### src/hdl/host_bus_pkg.sv
// Shared constants and types for the host bus control block.
package host_bus_pkg;

	// ************************************************************
	// Register map on the APB side
	// ************************************************************
	localparam logic [7:0] OFS_BUS_WIDTH = 8'h00;
	localparam logic [7:0] OFS_VRETRACE  = 8'h04;
	localparam logic [7:0] OFS_STATUS    = 8'h08;

	// Field positions.
	localparam int BW_ROM_WIDE_BIT = 1;
	localparam int BW_MEM_WIDE_BIT = 2;
	localparam int VR_CLR_N_BIT    = 4;
	localparam int VR_IRQ_EN_BIT   = 5;
	localparam int ST_IRQ_BIT      = 0;
	localparam int ST_SETUP_BIT    = 1;
	localparam int ST_AWAKE_BIT    = 2;
	localparam int ST_WAIT_BIT     = 3;
	localparam int ST_CHAN_BIT     = 4;

	// Values after reset.
	localparam logic [7:0] BUS_WIDTH_RST = 8'h00;
	localparam logic [7:0] VRETRACE_RST  = 8'h00;

	// ************************************************************
	// Host address decode windows
	// ************************************************************
	localparam logic [15:0] IO_SETUP_ADDR = 16'h0102;
	localparam logic [15:0] IO_EXT_ADDR   = 16'h03C3;
	localparam logic [15:0] IO_REG_LO     = 16'h03B0;
	localparam logic [15:0] IO_REG_HI     = 16'h03DF;
	localparam logic [19:0] VID_LO        = 20'hA0000;
	localparam logic [19:0] VID_HI        = 20'hBFFFF;
	localparam logic [19:0] ROM_LO        = 20'hC0000;
	localparam logic [19:0] ROM_HI        = 20'hC7FFF;

	// ************************************************************
	// Types
	// ************************************************************
	typedef enum logic [1:0] {
		KIND_VIDEO,
		KIND_ROM,
		KIND_IO
	} hit_kind_t;

	// Raw multiplexed control pins, all from the host bus.
	typedef struct packed {
		logic mem_read_n;
		logic mem_write_n;
		logic io_read_n;
		logic io_write_n;
		logic io_enable_setup_n;
		logic high_byte_enable_n;
		logic display_mem_enable;
	} host_pins_t;

	// One decoded host access handed to the internal decode.
	typedef struct packed {
		hit_kind_t   kind;
		logic        write;
		logic [1:0]  lanes;
		logic [19:0] addr;
		logic [7:0]  wdata;
	} host_req_t;

endpackage

### src/hdl/host_bus_control.sv
// Host bus control: strobe decode, wait states, feedback and interrupt.
//
// Added by the designer: the register offsets and the APB interface to the registers.
`timescale 1ns/1ps

// Contract
// - Bus-style mode: ROM width feedback is the inverse of ROM width bit.
// - Channel mode: ROM width feedback low on any adapter-addressed access.
// - Ready drops during video accesses until the access completes.
// - Ready never drops for I/O or ROM cycles.
// - Interrupt request only while the enable bit 5 is set.
// - Interrupt active high in bus-style mode, active low in channel mode.
// - End of vertical display latches interrupt until bit 4 clears it.
// - Bus-style mode: data-size output follows bus-width bit 2.
// - Bus-style mode: I/O answered only while I/O enable is low.
// - Channel mode: enable high operates normally, low means setup mode.
// - Setup mode ignores all own I/O registers except ports 102H and 3C3H.
// - Writing 1 to port 102H in setup mode wakes the device.
// - Port 3C3H and ROM stay reachable in setup mode.
// - High byte enable with A0 selects the byte lanes.
// - High byte enable ignored for I/O; I/O uses the low lane.
// - Channel mode: memory-read pin is the memory or I/O qualifier.
// - Memory-write pin: write strobe, or channel status bit 0.
// - I/O-read pin: read strobe, or channel status bit 1.
// - I/O-write pin: write strobe, or channel command strobe.
// - Bus-style video accesses need display memory enable; ROM does not.
module host_bus_control
	import host_bus_pkg::*;
(
	// Clock and reset.
	input  wire logic        pclk,
	input  wire logic        presetn,
	// APB slave.
	input  wire logic [7:0]  paddr,
	input  wire logic        psel,
	input  wire logic        penable,
	input  wire logic        pwrite,
	input  wire logic [31:0] pwdata,
	output logic      [31:0] prdata,
	output logic             pready,
	output logic             pslverr,
	// Static configuration.
	input  wire logic        channel_mode,
	// Host bus pins.
	input  wire host_pins_t  sys_pins,
	input  wire logic [19:0] sys_addr,
	input  wire logic [7:0]  sys_data_lo,
	output logic             ready,
	output logic             irq,
	output logic             rom_width_feedback_n,
	output logic             wide_transfer_n,
	// Internal memory, I/O and ROM side.
	input  wire logic        vdisp_end,
	input  wire logic        mem_done,
	output logic             req_valid,
	output host_req_t        req
);

	// ************************************************************
	// Pin synchronisers
	// ************************************************************
	host_pins_t  pins_s1_q;
	host_pins_t  pins_q;
	logic [19:0] addr_s1_q;
	logic [19:0] addr_q;
	logic [7:0]  data_s1_q;
	logic [7:0]  data_q;

	// Two stages per pin; the first stage feeds only the second.
	always_ff @(posedge pclk or negedge presetn) begin
		if (!presetn) begin
			pins_s1_q <= 7'h7E;
			pins_q    <= 7'h7E;
			addr_s1_q <= 20'h00000;
			addr_q    <= 20'h00000;
			data_s1_q <= 8'h00;
			data_q    <= 8'h00;
		end else begin
			pins_s1_q <= sys_pins;
			pins_q    <= pins_s1_q;
			addr_s1_q <= sys_addr;
			addr_q    <= addr_s1_q;
			data_s1_q <= sys_data_lo;
			data_q    <= data_s1_q;
		end
	end

	// ************************************************************
	// Registers and state
	// ************************************************************
	typedef enum {
		ST_IDLE,
		ST_WAIT,
		ST_HOLD
	} cyc_state_t;

	cyc_state_t state_q;
	cyc_state_t state_d;
	logic [7:0] bus_width_ctrl_reg_q;
	logic [7:0] vretrace_end_reg_q;
	logic       irq_latch_q;
	logic       awake_q;
	logic       active_prev_q;

	// ************************************************************
	// Cycle decode
	// ************************************************************
	logic is_mem;
	logic is_io;
	logic is_write;
	logic active;
	logic [15:0] io_addr;
	logic vid_hit;
	logic rom_hit;
	logic setup_hit;
	logic ext_hit;
	logic reg_hit;
	logic setup_mode;
	logic io_hit;
	logic adapter_hit;
	logic start;

	// The mode input picks how the four strobe pins are read.
	always_comb begin
		if (channel_mode) begin
			// Command strobe qualifies the cycle.
			active   = !pins_q.io_write_n;
			// Qualifier high is memory, low is I/O.
			is_mem   = active && pins_q.mem_read_n;
			is_io    = active && !pins_q.mem_read_n;
			// Status 0 low marks a write, status 1 a read.
			is_write = !pins_q.mem_write_n && pins_q.io_read_n;
		end else begin
			// Separate strobes, all active low.
			is_mem   = !pins_q.mem_read_n || !pins_q.mem_write_n;
			is_io    = !pins_q.io_read_n || !pins_q.io_write_n;
			is_write = !pins_q.mem_write_n || !pins_q.io_write_n;
			active   = is_mem || is_io;
		end
	end

	assign io_addr = addr_q[15:0];

	// Video window; bus-style mode also needs the enable pin.
	assign vid_hit = is_mem && addr_q >= VID_LO && addr_q <= VID_HI
		&& (channel_mode || pins_q.display_mem_enable);

	// ROM accesses never look at the display enable.
	assign rom_hit = is_mem && addr_q >= ROM_LO
		&& addr_q <= ROM_HI;

	assign setup_hit = is_io && io_addr == IO_SETUP_ADDR;
	assign ext_hit   = is_io && io_addr == IO_EXT_ADDR;
	assign reg_hit   = is_io && io_addr >= IO_REG_LO
		&& io_addr <= IO_REG_HI;

	// Setup mode follows the enable pin in channel mode only.
	assign setup_mode = channel_mode
		&& !pins_q.io_enable_setup_n;

	// Which I/O ports answer depends on mode and setup state.
	always_comb begin
		if (!channel_mode) begin
			// Enable pin gates all own I/O.
			io_hit = !pins_q.io_enable_setup_n
				&& (reg_hit || ext_hit);
		end else if (setup_mode) begin
			// Only the setup port and the external port.
			io_hit = setup_hit || ext_hit;
		end else if (awake_q) begin
			io_hit = reg_hit || ext_hit;
		end else begin
			// Asleep until woken; the external port still works.
			io_hit = ext_hit;
		end
	end

	// ROM stays reachable whatever the setup state.
	assign adapter_hit = vid_hit || rom_hit || io_hit;
	assign start = active && !active_prev_q && adapter_hit;

	// Remember the previous strobe level for edge detection.
	always_ff @(posedge pclk or negedge presetn) begin
		if (!presetn) begin
			active_prev_q <= 1'b0;
		end else begin
			active_prev_q <= active;
		end
	end

	// ************************************************************
	// Request to the internal decode
	// ************************************************************
	// One request per host cycle, captured at its first edge.
	always_ff @(posedge pclk or negedge presetn) begin
		if (!presetn) begin
			req_valid <= 1'b0;
			req       <= '0;
		end else begin
			req_valid <= start;
			if (start) begin
				req.kind  <= is_io ? KIND_IO
					: (rom_hit ? KIND_ROM : KIND_VIDEO);
				req.write <= is_write;
				req.addr  <= addr_q;
				req.wdata <= data_q;
				if (is_io) begin
					// I/O moves on the low lane only.
					req.lanes <= 2'h1;
				end else begin
					// Byte lanes from high enable and A0.
					req.lanes <= {!pins_q.high_byte_enable_n,
						!addr_q[0]};
				end
			end
		end
	end

	// ************************************************************
	// Wait-state sequencer
	// ************************************************************
	// Only video accesses wait for the memory controller.
	always_comb begin
		state_d = state_q;
		case (state_q)
			ST_IDLE: begin
				if (start && vid_hit) begin
					state_d = ST_WAIT;
				end else if (start) begin
					state_d = ST_HOLD;
				end
			end
			ST_WAIT: begin
				if (mem_done) begin
					state_d = ST_HOLD;
				end
			end
			ST_HOLD: begin
				if (!active) begin
					state_d = ST_IDLE;
				end
			end
			default: begin
				state_d = ST_IDLE;
			end
		endcase
	end

	always_ff @(posedge pclk or negedge presetn) begin
		if (!presetn) begin
			state_q <= ST_IDLE;
		end else begin
			state_q <= state_d;
		end
	end

	// Ready falls in the very cycle a video access starts, so no
	// extra cycle of latency is added on top of the synchroniser.
	assign ready = !(state_q == ST_WAIT
		|| (state_q == ST_IDLE && start && vid_hit));

	// ************************************************************
	// Wake-up from setup mode
	// ************************************************************
	// A write of 1 to the setup port wakes the device; 0 puts it
	// back to sleep. Only honoured while in setup mode.
	always_ff @(posedge pclk or negedge presetn) begin
		if (!presetn) begin
			awake_q <= 1'b0;
		end else if (start && setup_mode && setup_hit && is_write) begin
			awake_q <= data_q[0];
		end
	end

	// ************************************************************
	// Feedback outputs
	// ************************************************************
	// Both outputs are registered so the pins never glitch.
	always_ff @(posedge pclk or negedge presetn) begin
		if (!presetn) begin
			rom_width_feedback_n <= 1'b1;
			wide_transfer_n      <= 1'b0;
		end else if (channel_mode) begin
			rom_width_feedback_n <= !adapter_hit;
			wide_transfer_n <= !((rom_hit
				&& bus_width_ctrl_reg_q[BW_ROM_WIDE_BIT])
				|| (vid_hit
				&& bus_width_ctrl_reg_q[BW_MEM_WIDE_BIT]));
		end else begin
			rom_width_feedback_n <=
				!bus_width_ctrl_reg_q[BW_ROM_WIDE_BIT];
			wide_transfer_n <=
				bus_width_ctrl_reg_q[BW_MEM_WIDE_BIT];
		end
	end

	// ************************************************************
	// APB slave
	// ************************************************************
	logic apb_setup;
	logic apb_wr;
	logic mapped;
	logic clr_write;

	assign apb_setup = psel && !penable;
	assign apb_wr    = psel && penable && pwrite && mapped;
	assign mapped    = paddr == OFS_BUS_WIDTH
		|| paddr == OFS_VRETRACE
		|| (paddr == OFS_STATUS && !pwrite);

	// Zero wait states; unmapped or read-only writes are errors.
	assign pready  = 1'b1;
	assign pslverr = psel && penable && !mapped;

	// Writable registers.
	always_ff @(posedge pclk or negedge presetn) begin
		if (!presetn) begin
			bus_width_ctrl_reg_q <= BUS_WIDTH_RST;
			vretrace_end_reg_q   <= VRETRACE_RST;
		end else if (apb_wr) begin
			if (paddr == OFS_BUS_WIDTH) begin
				bus_width_ctrl_reg_q <= pwdata[7:0];
			end
			if (paddr == OFS_VRETRACE) begin
				vretrace_end_reg_q <= pwdata[7:0];
			end
		end
	end

	// Read data is prepared in the setup phase, ready for access.
	always_ff @(posedge pclk or negedge presetn) begin
		if (!presetn) begin
			prdata <= 32'h00000000;
		end else if (apb_setup) begin
			case (paddr)
				OFS_BUS_WIDTH: prdata <= {24'h000000,
					bus_width_ctrl_reg_q};
				OFS_VRETRACE:  prdata <= {24'h000000,
					vretrace_end_reg_q};
				OFS_STATUS: begin
					prdata <= 32'h00000000;
					prdata[ST_IRQ_BIT]   <= irq_latch_q;
					prdata[ST_SETUP_BIT] <= setup_mode;
					prdata[ST_AWAKE_BIT] <= awake_q;
					prdata[ST_WAIT_BIT]  <= state_q == ST_WAIT;
					prdata[ST_CHAN_BIT]  <= channel_mode;
				end
				default: prdata <= 32'h00000000;
			endcase
		end
	end

	// ************************************************************
	// Vertical interrupt
	// ************************************************************
	assign clr_write = apb_wr && paddr == OFS_VRETRACE
		&& !pwdata[VR_CLR_N_BIT];

	// A frame end in the same cycle as a clear still sets the latch.
	always_ff @(posedge pclk or negedge presetn) begin
		if (!presetn) begin
			irq_latch_q <= 1'b0;
		end else if (vdisp_end
			&& vretrace_end_reg_q[VR_IRQ_EN_BIT]) begin
			irq_latch_q <= 1'b1;
		end else if (clr_write) begin
			irq_latch_q <= 1'b0;
		end
	end

	// Pin polarity flips with the bus mode.
	always_ff @(posedge pclk or negedge presetn) begin
		if (!presetn) begin
			irq <= 1'b0;
		end else begin
			irq <= channel_mode ^ (irq_latch_q
				&& vretrace_end_reg_q[VR_IRQ_EN_BIT]);
		end
	end

endmodule

### config.mk
export PLATFORM = sky130hd
export DESIGN_NAME = host_bus_control
export DESIGN_NICKNAME = d
export VERILOG_FILES = /design/src/hdl/host_bus_pkg.sv /design/src/hdl/host_bus_control.sv
export SDC_FILE = /design/constraint.sdc
export NUM_CORES = 1
export LEC_CHECK = 0
export ABC_CLOCK_PERIOD_IN_PS = 2300
export BUFFER_PORTS_ARGS = -buffer_cell sky130_fd_sc_hd__buf_2
export CORE_UTILIZATION = 30
export CTS_BUF_LIST = sky130_fd_sc_hd__clkbuf_4 sky130_fd_sc_hd__clkbuf_8
export DETAILED_ROUTE_END_ITERATION = 7
export PLACE_DENSITY = 0.63
export SYNTH_ARGS = -nofsm -noshare
export SYNTH_HDL_FRONTEND = slang
export SYNTH_SLANG_ARGS = --single-unit
### constraint.sdc
create_clock -name pclk -period 2.3 [get_ports pclk]
set_input_delay 0.23 -clock pclk [delete_from_list [all_inputs] [get_ports pclk]]
set_output_delay 0.23 -clock pclk [all_outputs]
set_load 0.05 [all_outputs]
======== Word level (Yosys, flattened, before mapping) ========
Index checks and enable logic that the tools add are counted.
word-level totals
  flip-flop bits (word level) ............. 190
  input bits .............................. 83
  output and inout bits ................... 72
  word-level logic and storage cells ...... 141
cells by class
  $lt $le $gt $ge ......................... 6
  equal/unequal tests ..................... 10
  mux-type cells .......................... 20
  bitwise logic cells ..................... 1
  reductions and logical operators ........ 70
operators by type and width
  operator                                                             count
  two-way mux 32 bit                                                   4
  one-hot mux 32 bit (3 select lines)                                  1
  == test 32 x 2 -> 1 bit, second input constant                       2
  logical NOT 32 bit                                                   2
  greater-or-equal comparator 20 bit, second input constant            2
  <= comparator 20 bit, second input constant                          2
  logical AND 1 bit                                                    34
  == test 32 x 1 -> 1 bit, second input constant                       1
  one-hot mux 8 bit (3 select lines)                                   1
  == test 16 x 10 -> 1 bit, second input constant                      1
  == test 16 x 9 -> 1 bit, second input constant                       1
  greater-or-equal comparator 16 x 10 -> 1 bit, second input constant  1
  <= comparator 16 x 10 -> 1 bit, second input constant                1
  logical NOT 1 bit                                                    16
  logical OR 1 bit                                                     13
  two-way mux 1 bit                                                    12
  == test 8 x 3 -> 1 bit, second input constant                        1
  == test 8 x 4 -> 1 bit, second input constant                        1
  logical NOT 8 bit                                                    1
  two-way mux 2 bit                                                    2
  != test 2 bit, second input constant                                 2
  AND reduction 2 bit                                                  2
  != test 3 bit, second input constant                                 1
  AND reduction 3 bit                                                  1
  other kinds (2)                                                      2

======== Longest topological paths before layout ========
Gate-level depths: netlist of the first run.
  word-level depth ........................ 15
  depth in mapped cells ................... 7
  gate-level depth less buffers ........... 5

======== Worst setup path after synthesis of the first run ========
Ideal clock, no wire load.
  path kind ............................... reg2reg
  from .................................... register addr_q[2]
  to ...................................... register req[10] in the netlist's numbering
  setup time .............................. 0.125 ns
  arrival ................................. 2.354 ns
  required time ........................... 2.175 ns
  setup slack ............................. -0.179 ns
  cell stages (with the launch flop) ...... 7
  path buffers ............................ 1
  period minus slack after synthesis ...... 2.479 ns
  cell sequence ........................... dfrtp_1 > nor4b_1 > a221oi_1 > or4_4 > a221oi_4 > buf_6 > mux2_4
between the ends
  word-level cells in the longest chain between the ends .. 9
  elaborated cells between the ends (all ways) .. 26
  classes of those cells .................. 6 x order compare; 2 x eq/ne; 3 x mux; 15 x reduce/logical
RTL lines
  item                                          line                                              RTL
  from (decl)                                   host_bus_control.sv:65                            logic [19:0] addr_q;
  from (signal assigned)                        host_bus_control.sv:82                            addr_q <= addr_s1_q;
  greater-or-equal comparator 16 x 10 -> 1 bit  host_bus_control.sv:154                           assign reg_hit = is_io && io_addr >= IO_REG_LO
  logical AND 1 bit                             host_bus_control.sv:154
  logical AND 1 bit                             host_bus_control.sv:155                           && io_addr <= IO_REG_HI;
  logical OR 1 bit                              host_bus_control.sv:166, host_bus_control.sv:171
  two-way mux 1 bit                             host_bus_control.sv:170                           end else if (awake_q) begin
  two-way mux 1 bit                             host_bus_control.sv:167                           end else if (setup_mode) begin
  two-way mux 1 bit                             host_bus_control.sv:163                           if (!channel_mode) begin
  logical OR 1 bit                              host_bus_control.sv:179                           assign adapter_hit = vid_hit || rom_hit || io_hit;
  logical AND 1 bit                             host_bus_control.sv:180                           assign start = active && !active_prev_q && adapter_hit;
  to (decl)                                     host_bus_control.sv:56                            output host_req_t req
Parallel ways exist; a longest one is shown, timed or not.
A chain may end at the register's enable or synchronous reset.

======== Worst setup path after layout of the first run ========
  from .................................... register addr_q[4]
  to ...................................... register req[3] in the netlist's numbering
between the ends
  word-level cells in the longest chain between the ends .. 9
  elaborated cells between the ends (all ways) .. 26
  classes of those cells .................. 6 x order compare; 2 x eq/ne; 3 x mux; 15 x reduce/logical
RTL lines
  item                                          line
  greater-or-equal comparator 16 x 10 -> 1 bit  host_bus_control.sv:154
  logical AND 1 bit                             host_bus_control.sv:154
  logical AND 1 bit                             host_bus_control.sv:155
  logical OR 1 bit                              host_bus_control.sv:166, host_bus_control.sv:171
  two-way mux 1 bit                             host_bus_control.sv:170
  two-way mux 1 bit                             host_bus_control.sv:167
  two-way mux 1 bit                             host_bus_control.sv:163
  logical OR 1 bit (*)                          host_bus_control.sv:179
  logical AND 1 bit (*)                         host_bus_control.sv:180
Every way passes the cells marked *; elsewhere a longest branch is shown, timed or not.

==> results of run 1 <==
per-layer routing:
layer | vias to the layer above | track usage | routed length, um
li1 | 1415 | - | -
met1 | 1514 | 0.154 | 4730
met5 | - | 0 | 0
met3 | 8 | 0.0374 | 408
met4 | 0 | 0.0465 | 96
met2 | 99 | 0.206 | 4860
repair_timing:
item / in CTS / in global routing
hold endpoints to repair: 82 / 0
gates resized for setup: 5 / 5
hold buffers: 37 / 0
setup endpoints to repair: 34 / 34
gates cloned: 0 / 0
pin swaps: 1 / 1
area by class of cell:
class | count | area [sq um]
fill | 1503 | 9400
sequential | 136 | 3420
multi-input combinational | 180 | 1480
timing repair buffer | 154 | 1030
clock buffer | 21 | 283
tap | 216 | 270
clock inverter | 11 | 218
inverter | 5 | 18.8
sequential cells by signal, indices dropped and copies added, names as in the netlist, 2 cells and up:
register              count
pins_s1_q                 7
state_q                   2
data_s1_q                 8
addr_q                   20
addr_s1_q                20
pins_q                    7
prdata                    8
vretrace_end_reg_q        8
req                      33
bus_width_ctrl_reg_q      8
data_q                    8
logic make-up after synthesis:
group                  after synthesis
multiplexers                        60
XOR/XNOR                             1
flip-flops                         136
other                                2
AO/OA/AOI/OAI                       36
AND/OR/NAND/NOR                     58
buffers and inverters               38
synth_stat cells:
| library cell | number |
|---|---|
| conb_1 | 2 |
| a211oi_1 | 1 |
| nor2_1 | 14 |
| o21bai_1 | 2 |
| a31oi_1 | 2 |
| a21boi_0 | 1 |
| mux2_4 | 28 |
| o2bb2a_1 | 1 |
| xnor2_1 | 1 |
| buf_4 | 25 |
| nand2_1 | 18 |
| a21oi_1 | 7 |
| dfrtp_1 | 123 |
| nor4b_1 | 3 |
| a22oi_1 | 1 |
| nand3_1 | 2 |
| inv_1 | 5 |
| mux2i_1 | 9 |
| a221oi_1 | 1 |
| mux2_2 | 23 |
| buf_6 | 3 |
| or3_1 | 1 |
| nor4_2 | 1 |
| a21o_1 | 1 |
| a221oi_4 | 1 |
| and3b_1 | 1 |
| or4b_2 | 2 |
| or2_2 | 1 |
| dfstp_2 | 13 |
| a221o_1 | 1 |
| o21a_1 | 1 |
| o41a_1 | 1 |
| clkbuf_1 | 4 |
| nand2b_1 | 4 |
| o211ai_1 | 1 |
| or4_4 | 1 |
| nor4_1 | 2 |
| o21ai_0 | 14 |
| buf_1 | 1 |
| nor3_1 | 3 |
| nor2b_1 | 4 |
| nand4_1 | 1 |
worst reg2reg max path: stages (launching register included):
cell,delay (ns)
dfrtp_1,0.42
nand2_1,0.08
mux2_4,0.28
or4_4,0.53
a221oi_4,0.34
buf_12,0.23
mux2_2,0.35
worst max path at each step:
stage | from | to | slack (ns) | cells past startpoint
after floorplan | addr_q[3] | req[10] | 0.0002 | 6
after global placement | addr_q[3] | req[2] | -0.14 | 6
after detailed placement | addr_q[3] | req[0] | -0.15 | 6
after CTS | addr_q[4] | req[3] | -0.06 | 6
after global routing | addr_q[4] | req[3] | -0.1 | 6
final | addr_q[4] | req[3] | -0.04 | 6
per-stage QoR:
step                      hold WS (ns)  instances  worst slack [ns]
after global routing            0.0204        723           -0.0954
after floorplan                -0.0656        354          0.000226
after CTS                       0.0164        723           -0.0604
final                           0.0499        723           -0.0365
after global placement           0.233        654            -0.139
after detailed placement         0.244        654            -0.146
report_power, final:
part           total (W)  switching (W)  internal [W]
Sequential       0.00255      0.0000501       0.00250
Combinational   0.000485       0.000319      0.000166
Clock            0.00240       0.000892       0.00150
Total            0.00543        0.00126       0.00416
cell usage in the layout, fill, tap and decap left out, types with 2 or more instances in the layout:
master / n
nor2_1: 14
nor3_1: 3
o21ai_2: 2
clkbuf_4: 2
nor4b_1: 2
buf_4: 9
bufinv_16: 6
a31oi_1: 2
buf_12: 3
o21ai_0: 12
clkinvlp_4: 2
mux2i_1: 9
a21oi_1: 7
dfrtp_1: 123
nand2_1: 17
nor2b_1: 4
mux2_2: 20
mux2_4: 31
nand2b_1: 4
clkbuf_8: 20
dfstp_2: 13
nor4_2: 2
dlygate4sd3_1: 37
nand3_1: 2
clkinv_4: 2
inv_1: 5
conb_1: 25
buf_2: 103
==> impl_metrics.csv, run 1 <==
group,metric,value,unit
hold_path,hold_start,"pwdata[7]",
sta,fin_tns_setup,-0.525,ns
cts,clock_path_buffers,2,
route,vias,3036,
grt,grt_overflow,0,
setup_path,worstSetupPathType,"flip-flop to flip-flop",
synthesis,yosys.area.top_type_share,0.614,
outcome,violations,"setup timing",
grt,grt_start_max_net_pins,60,
setup_path,rr_startpoint,"addr_q[4]",
setup_path,path_cells,"nand2_1 -> mux2_4 -> or4_4 -> a221oi_4 -> buf_12 -> mux2_2",
synthesis,synth_top_family_by_area,"multiplexers",
cts,numClockSinks,136,
setup_path,critPathBufInv,1,
sta,fin_skew,0.0111,ns
synthesis,syn_inst,331,
die,row_count,46,
setup_path,cp_slowest_cell,"or4_4",
route,routedWlPerCell,14.0,um
placed_design,dp_hpwl,6900,um
setup_path,cp_top_family,"multiplexers",
layout,antennaDiodeCount,0,
sta,rsz0062_at_grt,"yes",
sta,post-route-min-period,2.34,ns
layout,area_growth,34.0,%
die,die_area,17200,sq um
route,drt_iter0_drc,69,
synthesis,yosys_warnings,0,
sta,fin_ws,-0.0365,ns
pwr,finalPower,0.00543,W
hold_path,hold_depth,2,
pwr,peakVddDrop,0.000449,V
grt,grt_pass1_wl,16800,um
synthesis,synth_xor_area_frac,0.00175,
setup_path,endpoint_kind,"flip-flop",
sta,tightest_slew,0.537,ns
synthesis,synth_area_per_cell,15.1,sq um
setup_path,rrSetupSlack,-0.04,ns
layout,final_util,0.417,
setup_path,r2r-end,"req[3]",
grt,gr-usage-all-layers,0.125,
synthesis,synth-adder-area-share,0,
setup_path,cp.required,2.61,ns
cts,cts-root-buf,"clkbuf_8",
die,core,16100,sq um
placed_design,dpl_cell_area,5810,sq um
synthesis,synthMuxAreaShare,0.153,
synthesis,syn-cell-area,5010,sq um
pwr,p_per_area,807,nW/um^2
synthesis,synth-seq-cells,136,
sta,fin_crit_sh,1.02,
route,vias_per_cell,4.20,
cts,htreeDepth,4,
setup_path,reg2reg_depth,6,
route,drc,0,
sta,setup_viol,33,
outcome,status,"finished with violations",
grt,antenna_found_initial,0,
placed_design,port_buffers,105,
route,routed_wl,10100,um
route,first_pass_iters,4,
synthesis,synth_compound_area_frac,0.0487,
cts,insertion_delay,0.42,ns
setup_path,crit_path_max_fanout,17,
flow_run,drv_cap,0,
placed_design,gp_congestion,0.746,
sta,max_slew_margin,0.642,
setup_path,worst_ep_arrival_time,2.64,ns
synthesis,yosysUniqueCellTypes,42,
sta,hold_viol,0,
cts,clk_pin_slew,0.08,ns
setup_path,critPathLaunchType,"flip-flop",
synthesis,synth_seq_area_share,0.682,
layout,final_layout_size_suffix_gt1_frac,0.446,
synthesis,yosysTopAreaCell,"dfrtp_1",
cts,cts_tree,"yes",
die,start_util,0.311,
cts,post_cts_buffers,0,
route,antenna_left,0,
layout,fin_area,6720,sq um
cts,numCtsBuffers,17,
synthesis,synth-simple-area-share,0.0609,
pwr,p_leak,3.30,nW
die,die_x,131,um
sta,timing.fmax,0.428,GHz
grt,grt_pass1_vias,3321,
die,die_h,131,um
sta,drv_slew,0,
hold_path,hp-class,"primary input to flip-flop",
die,pin_count,155,
synthesis,yosys-top-cells-area,"dfrtp_1 61%, mux2_4 8.4%, dfstp_2 6.8%, mux2_2 5.2%, buf_4 3.7%",
layout,fin_nets,577,
setup_path,critPathMaxStageDelay,0.53,ns
hold_path,holdPathEnd,"vretrace_end_reg_q[7]",
Power figures use the tool's default switching activity.
==> run 2: changes to the inputs <==
- RECOVER_POWER: unset -> 25
- TNS_END_PERCENT: unset -> 1
==> run 2 against run 1 <==
  * Core utilization is essentially flat
  * Flip-flop and latch count unchanged
  * Design area about the same
  * First-iteration DRC count grew 1.4%
  * Combinational power is essentially flat
  * Clock skew is the same
  * Non-clock buffer count did not move
  * Largest cell class unchanged
  * Final cell count unchanged
  * Highest routed layer unchanged
  * Count of clock-buffer cells in the layout unchanged
  * Worst setup slack gained 0.00063 ns
  * Total power about the same
  * The flow still finishes with violations (setup timing)
  * Critical path depth did not move
==> impl_metrics.csv, run 2 (synthesized netlist as in run 1, its figures left out) <==
group,metric,value,unit
setup_path,worstSetupPathType,"flip-flop to flip-flop",
cts,numClockSinks,136,
route,drc,0,
grt,grt_pass1_wl,16800,um
route,first_pass_iters,4,
layout,regMostFlops,"req",
route,antenna_left,0,
die,die_h,131,um
die,start_util,0.311,
grt,grt_pass1_vias,3321,
placed_design,dp_cells,654,
cts,clk_pin_slew,0.08,ns
setup_path,critPathBufInv,1,
sta,fin_ws,-0.0359,ns
cts,cts-root-buf,"clkbuf_8",
sta,hold_viol,0,
outcome,status,"finished with violations",
layout,reg_top3,"req (33), addr_q (20), addr_s1_q (20)",
cts,htreeDepth,4,
die,core,16100,sq um
setup_path,r2r-end,"req[3]",
sta,timing.fmax,0.428,GHz
die,row_count,46,
layout,mostFrequentLayoutCell,"dfrtp_1",
cts,clock_path_buffers,2,
outcome,violations,"setup timing",
cts,numCtsBuffers,17,
layout,largest_reg_flops,33,
sta,drv_slew,0,
die,die_area,17200,sq um
sta,post-route-min-period,2.34,ns
die,pin_count,155,
route,routedWlPerCell,14.0,um
layout,fill_cells,1502,
layout,fin_cells,723,
hold_path,holdPathEnd,"vretrace_end_reg_q[7]",
sta,setup_viol,33,
setup_path,rrSetupSlack,-0.04,ns
layout,antennaDiodeCount,0,
setup_path,cp.required,2.61,ns
grt,grt_start_max_net_pins,60,
cts,cts_tree,"yes",
placed_design,port_buffers,105,
sta,max_slew_margin,0.642,
layout,layout_common_cells,"123 x dfrtp_1, 102 x buf_2, 37 x dlygate4sd3_1, 31 x mux2_4, 25 x conb_1",
flow_run,drv_cap,0,
placed_design,dpl_cell_area,5810,sq um
layout,fin_nets,577,
route,vias_per_cell,4.20,
cts,insertion_delay,0.42,ns
sta,tightest_slew,0.537,ns
setup_path,path_cells,"nand2_1 -> mux2_4 -> or4_4 -> a221oi_4 -> buf_12 -> mux2_2",
route,routed_wl,10100,um
pwr,p_per_area,808,nW/um^2
pwr,p_leak,3.30,nW
hold_path,hold_depth,2,
setup_path,worst_ep_arrival_time,2.64,ns
sta,rsz0062_at_grt,"yes",
setup_path,critPathLaunchType,"flip-flop",
setup_path,rr_startpoint,"addr_q[4]",
sta,fin_tns_setup,-0.517,ns
hold_path,hp-class,"primary input to flip-flop",
route,drt_iter0_drc,70,
layout,area_growth,34.0,%
pwr,peakVddDrop,0.000449,V
setup_path,cp_slowest_cell,"or4_4",
grt,antenna_found_initial,0,
placed_design,dp_hpwl,6900,um
grt,gr-usage-all-layers,0.125,
placed_design,gp_congestion,0.746,
sta,fin_skew,0.0111,ns
setup_path,cp_top_family,"multiplexers",
hold_path,hold_start,"pwdata[7]",
route,vias,3034,
setup_path,endpoint_kind,"flip-flop",
setup_path,crit_path_max_fanout,17,
sta,fin_crit_sh,1.02,
die,die_x,131,um
grt,grt_overflow,0,
sta,holdWs,0.0499,ns
layout,fin_area,6720,sq um
setup_path,reg2reg_depth,6,
setup_path,critPathMaxStageDelay,0.53,ns
layout,final_layout_size_suffix_gt1_frac,0.444,
-- run 2: cell type report --
cell class,instances,area [sq um],share of cell area
clock inverter,11,218,0.0324
clock buffer,21,283,0.0421
sequential,136,3420,0.509
multi-input combinational,180,1480,0.220
tap,216,270,0.0402
timing repair buffer,154,1030,0.153
inverter,5,18.8,0.00279
-- run 2: worst reg2reg max path: stages, from the launching register on --
cell      delay, ns
dfrtp_1        0.42
nand2_1        0.08
mux2_4         0.28
or4_4          0.53
a221oi_4       0.34
buf_12         0.23
mux2_2         0.35
-- run 2: worst max path at each step --
stage,endpoint,start,slack [ns],cells past startpoint
6_report,req[3],addr_q[4],-0.04,6
2_1_floorplan,req[10],addr_q[3],0.0002,6
5_1_grt,req[3],addr_q[4],-0.1,6
3_5_place_dp,req[0],addr_q[3],-0.15,6
3_3_place_gp,req[2],addr_q[3],-0.14,6
4_1_cts,req[3],addr_q[4],-0.06,6
-- run 2: per-stage QoR --
stage	power (W)	utilization	setup WS, ns
after global placement	0.00301	0.360	-0.139
after CTS	0.00549	0.416	-0.0593
after detailed placement	0.00302	0.360	-0.146
after global routing	0.00563	0.417	-0.0954
after floorplan	0.00288	-	0.000226
final	0.00543	0.417	-0.0359
-- run 2: where the power goes --
group,leakage (nW),internal [W],switching (W),total [W]
clock,0.246,0.00150,0.000893,0.00240
sequential,1.71,0.00250,0.0000501,0.00255
combinational,1.35,0.000166,0.000319,0.000485
total,3.30,0.00416,0.00126,0.00543
-- run 2: metal layers --
layer  wire length (um)  track usage  vias to the layer above
met3                408       0.0374                        8
met4                 96       0.0465                        0
met2               4860        0.206                       99
met1               4740        0.154                     1512
li1                   -            -                     1415
met5                  0            0                        -
-- run 2: repair_timing --
action / in CTS / in global routing
cloned: 0 / 0
setup endpoints to repair: 34 / 34
pin swaps: 2 / 0
hold endpoints to repair: 82 / 0
buffers inserted: 0 / 0
gates resized for setup: 5 / 5
hold buffers: 37 / 0
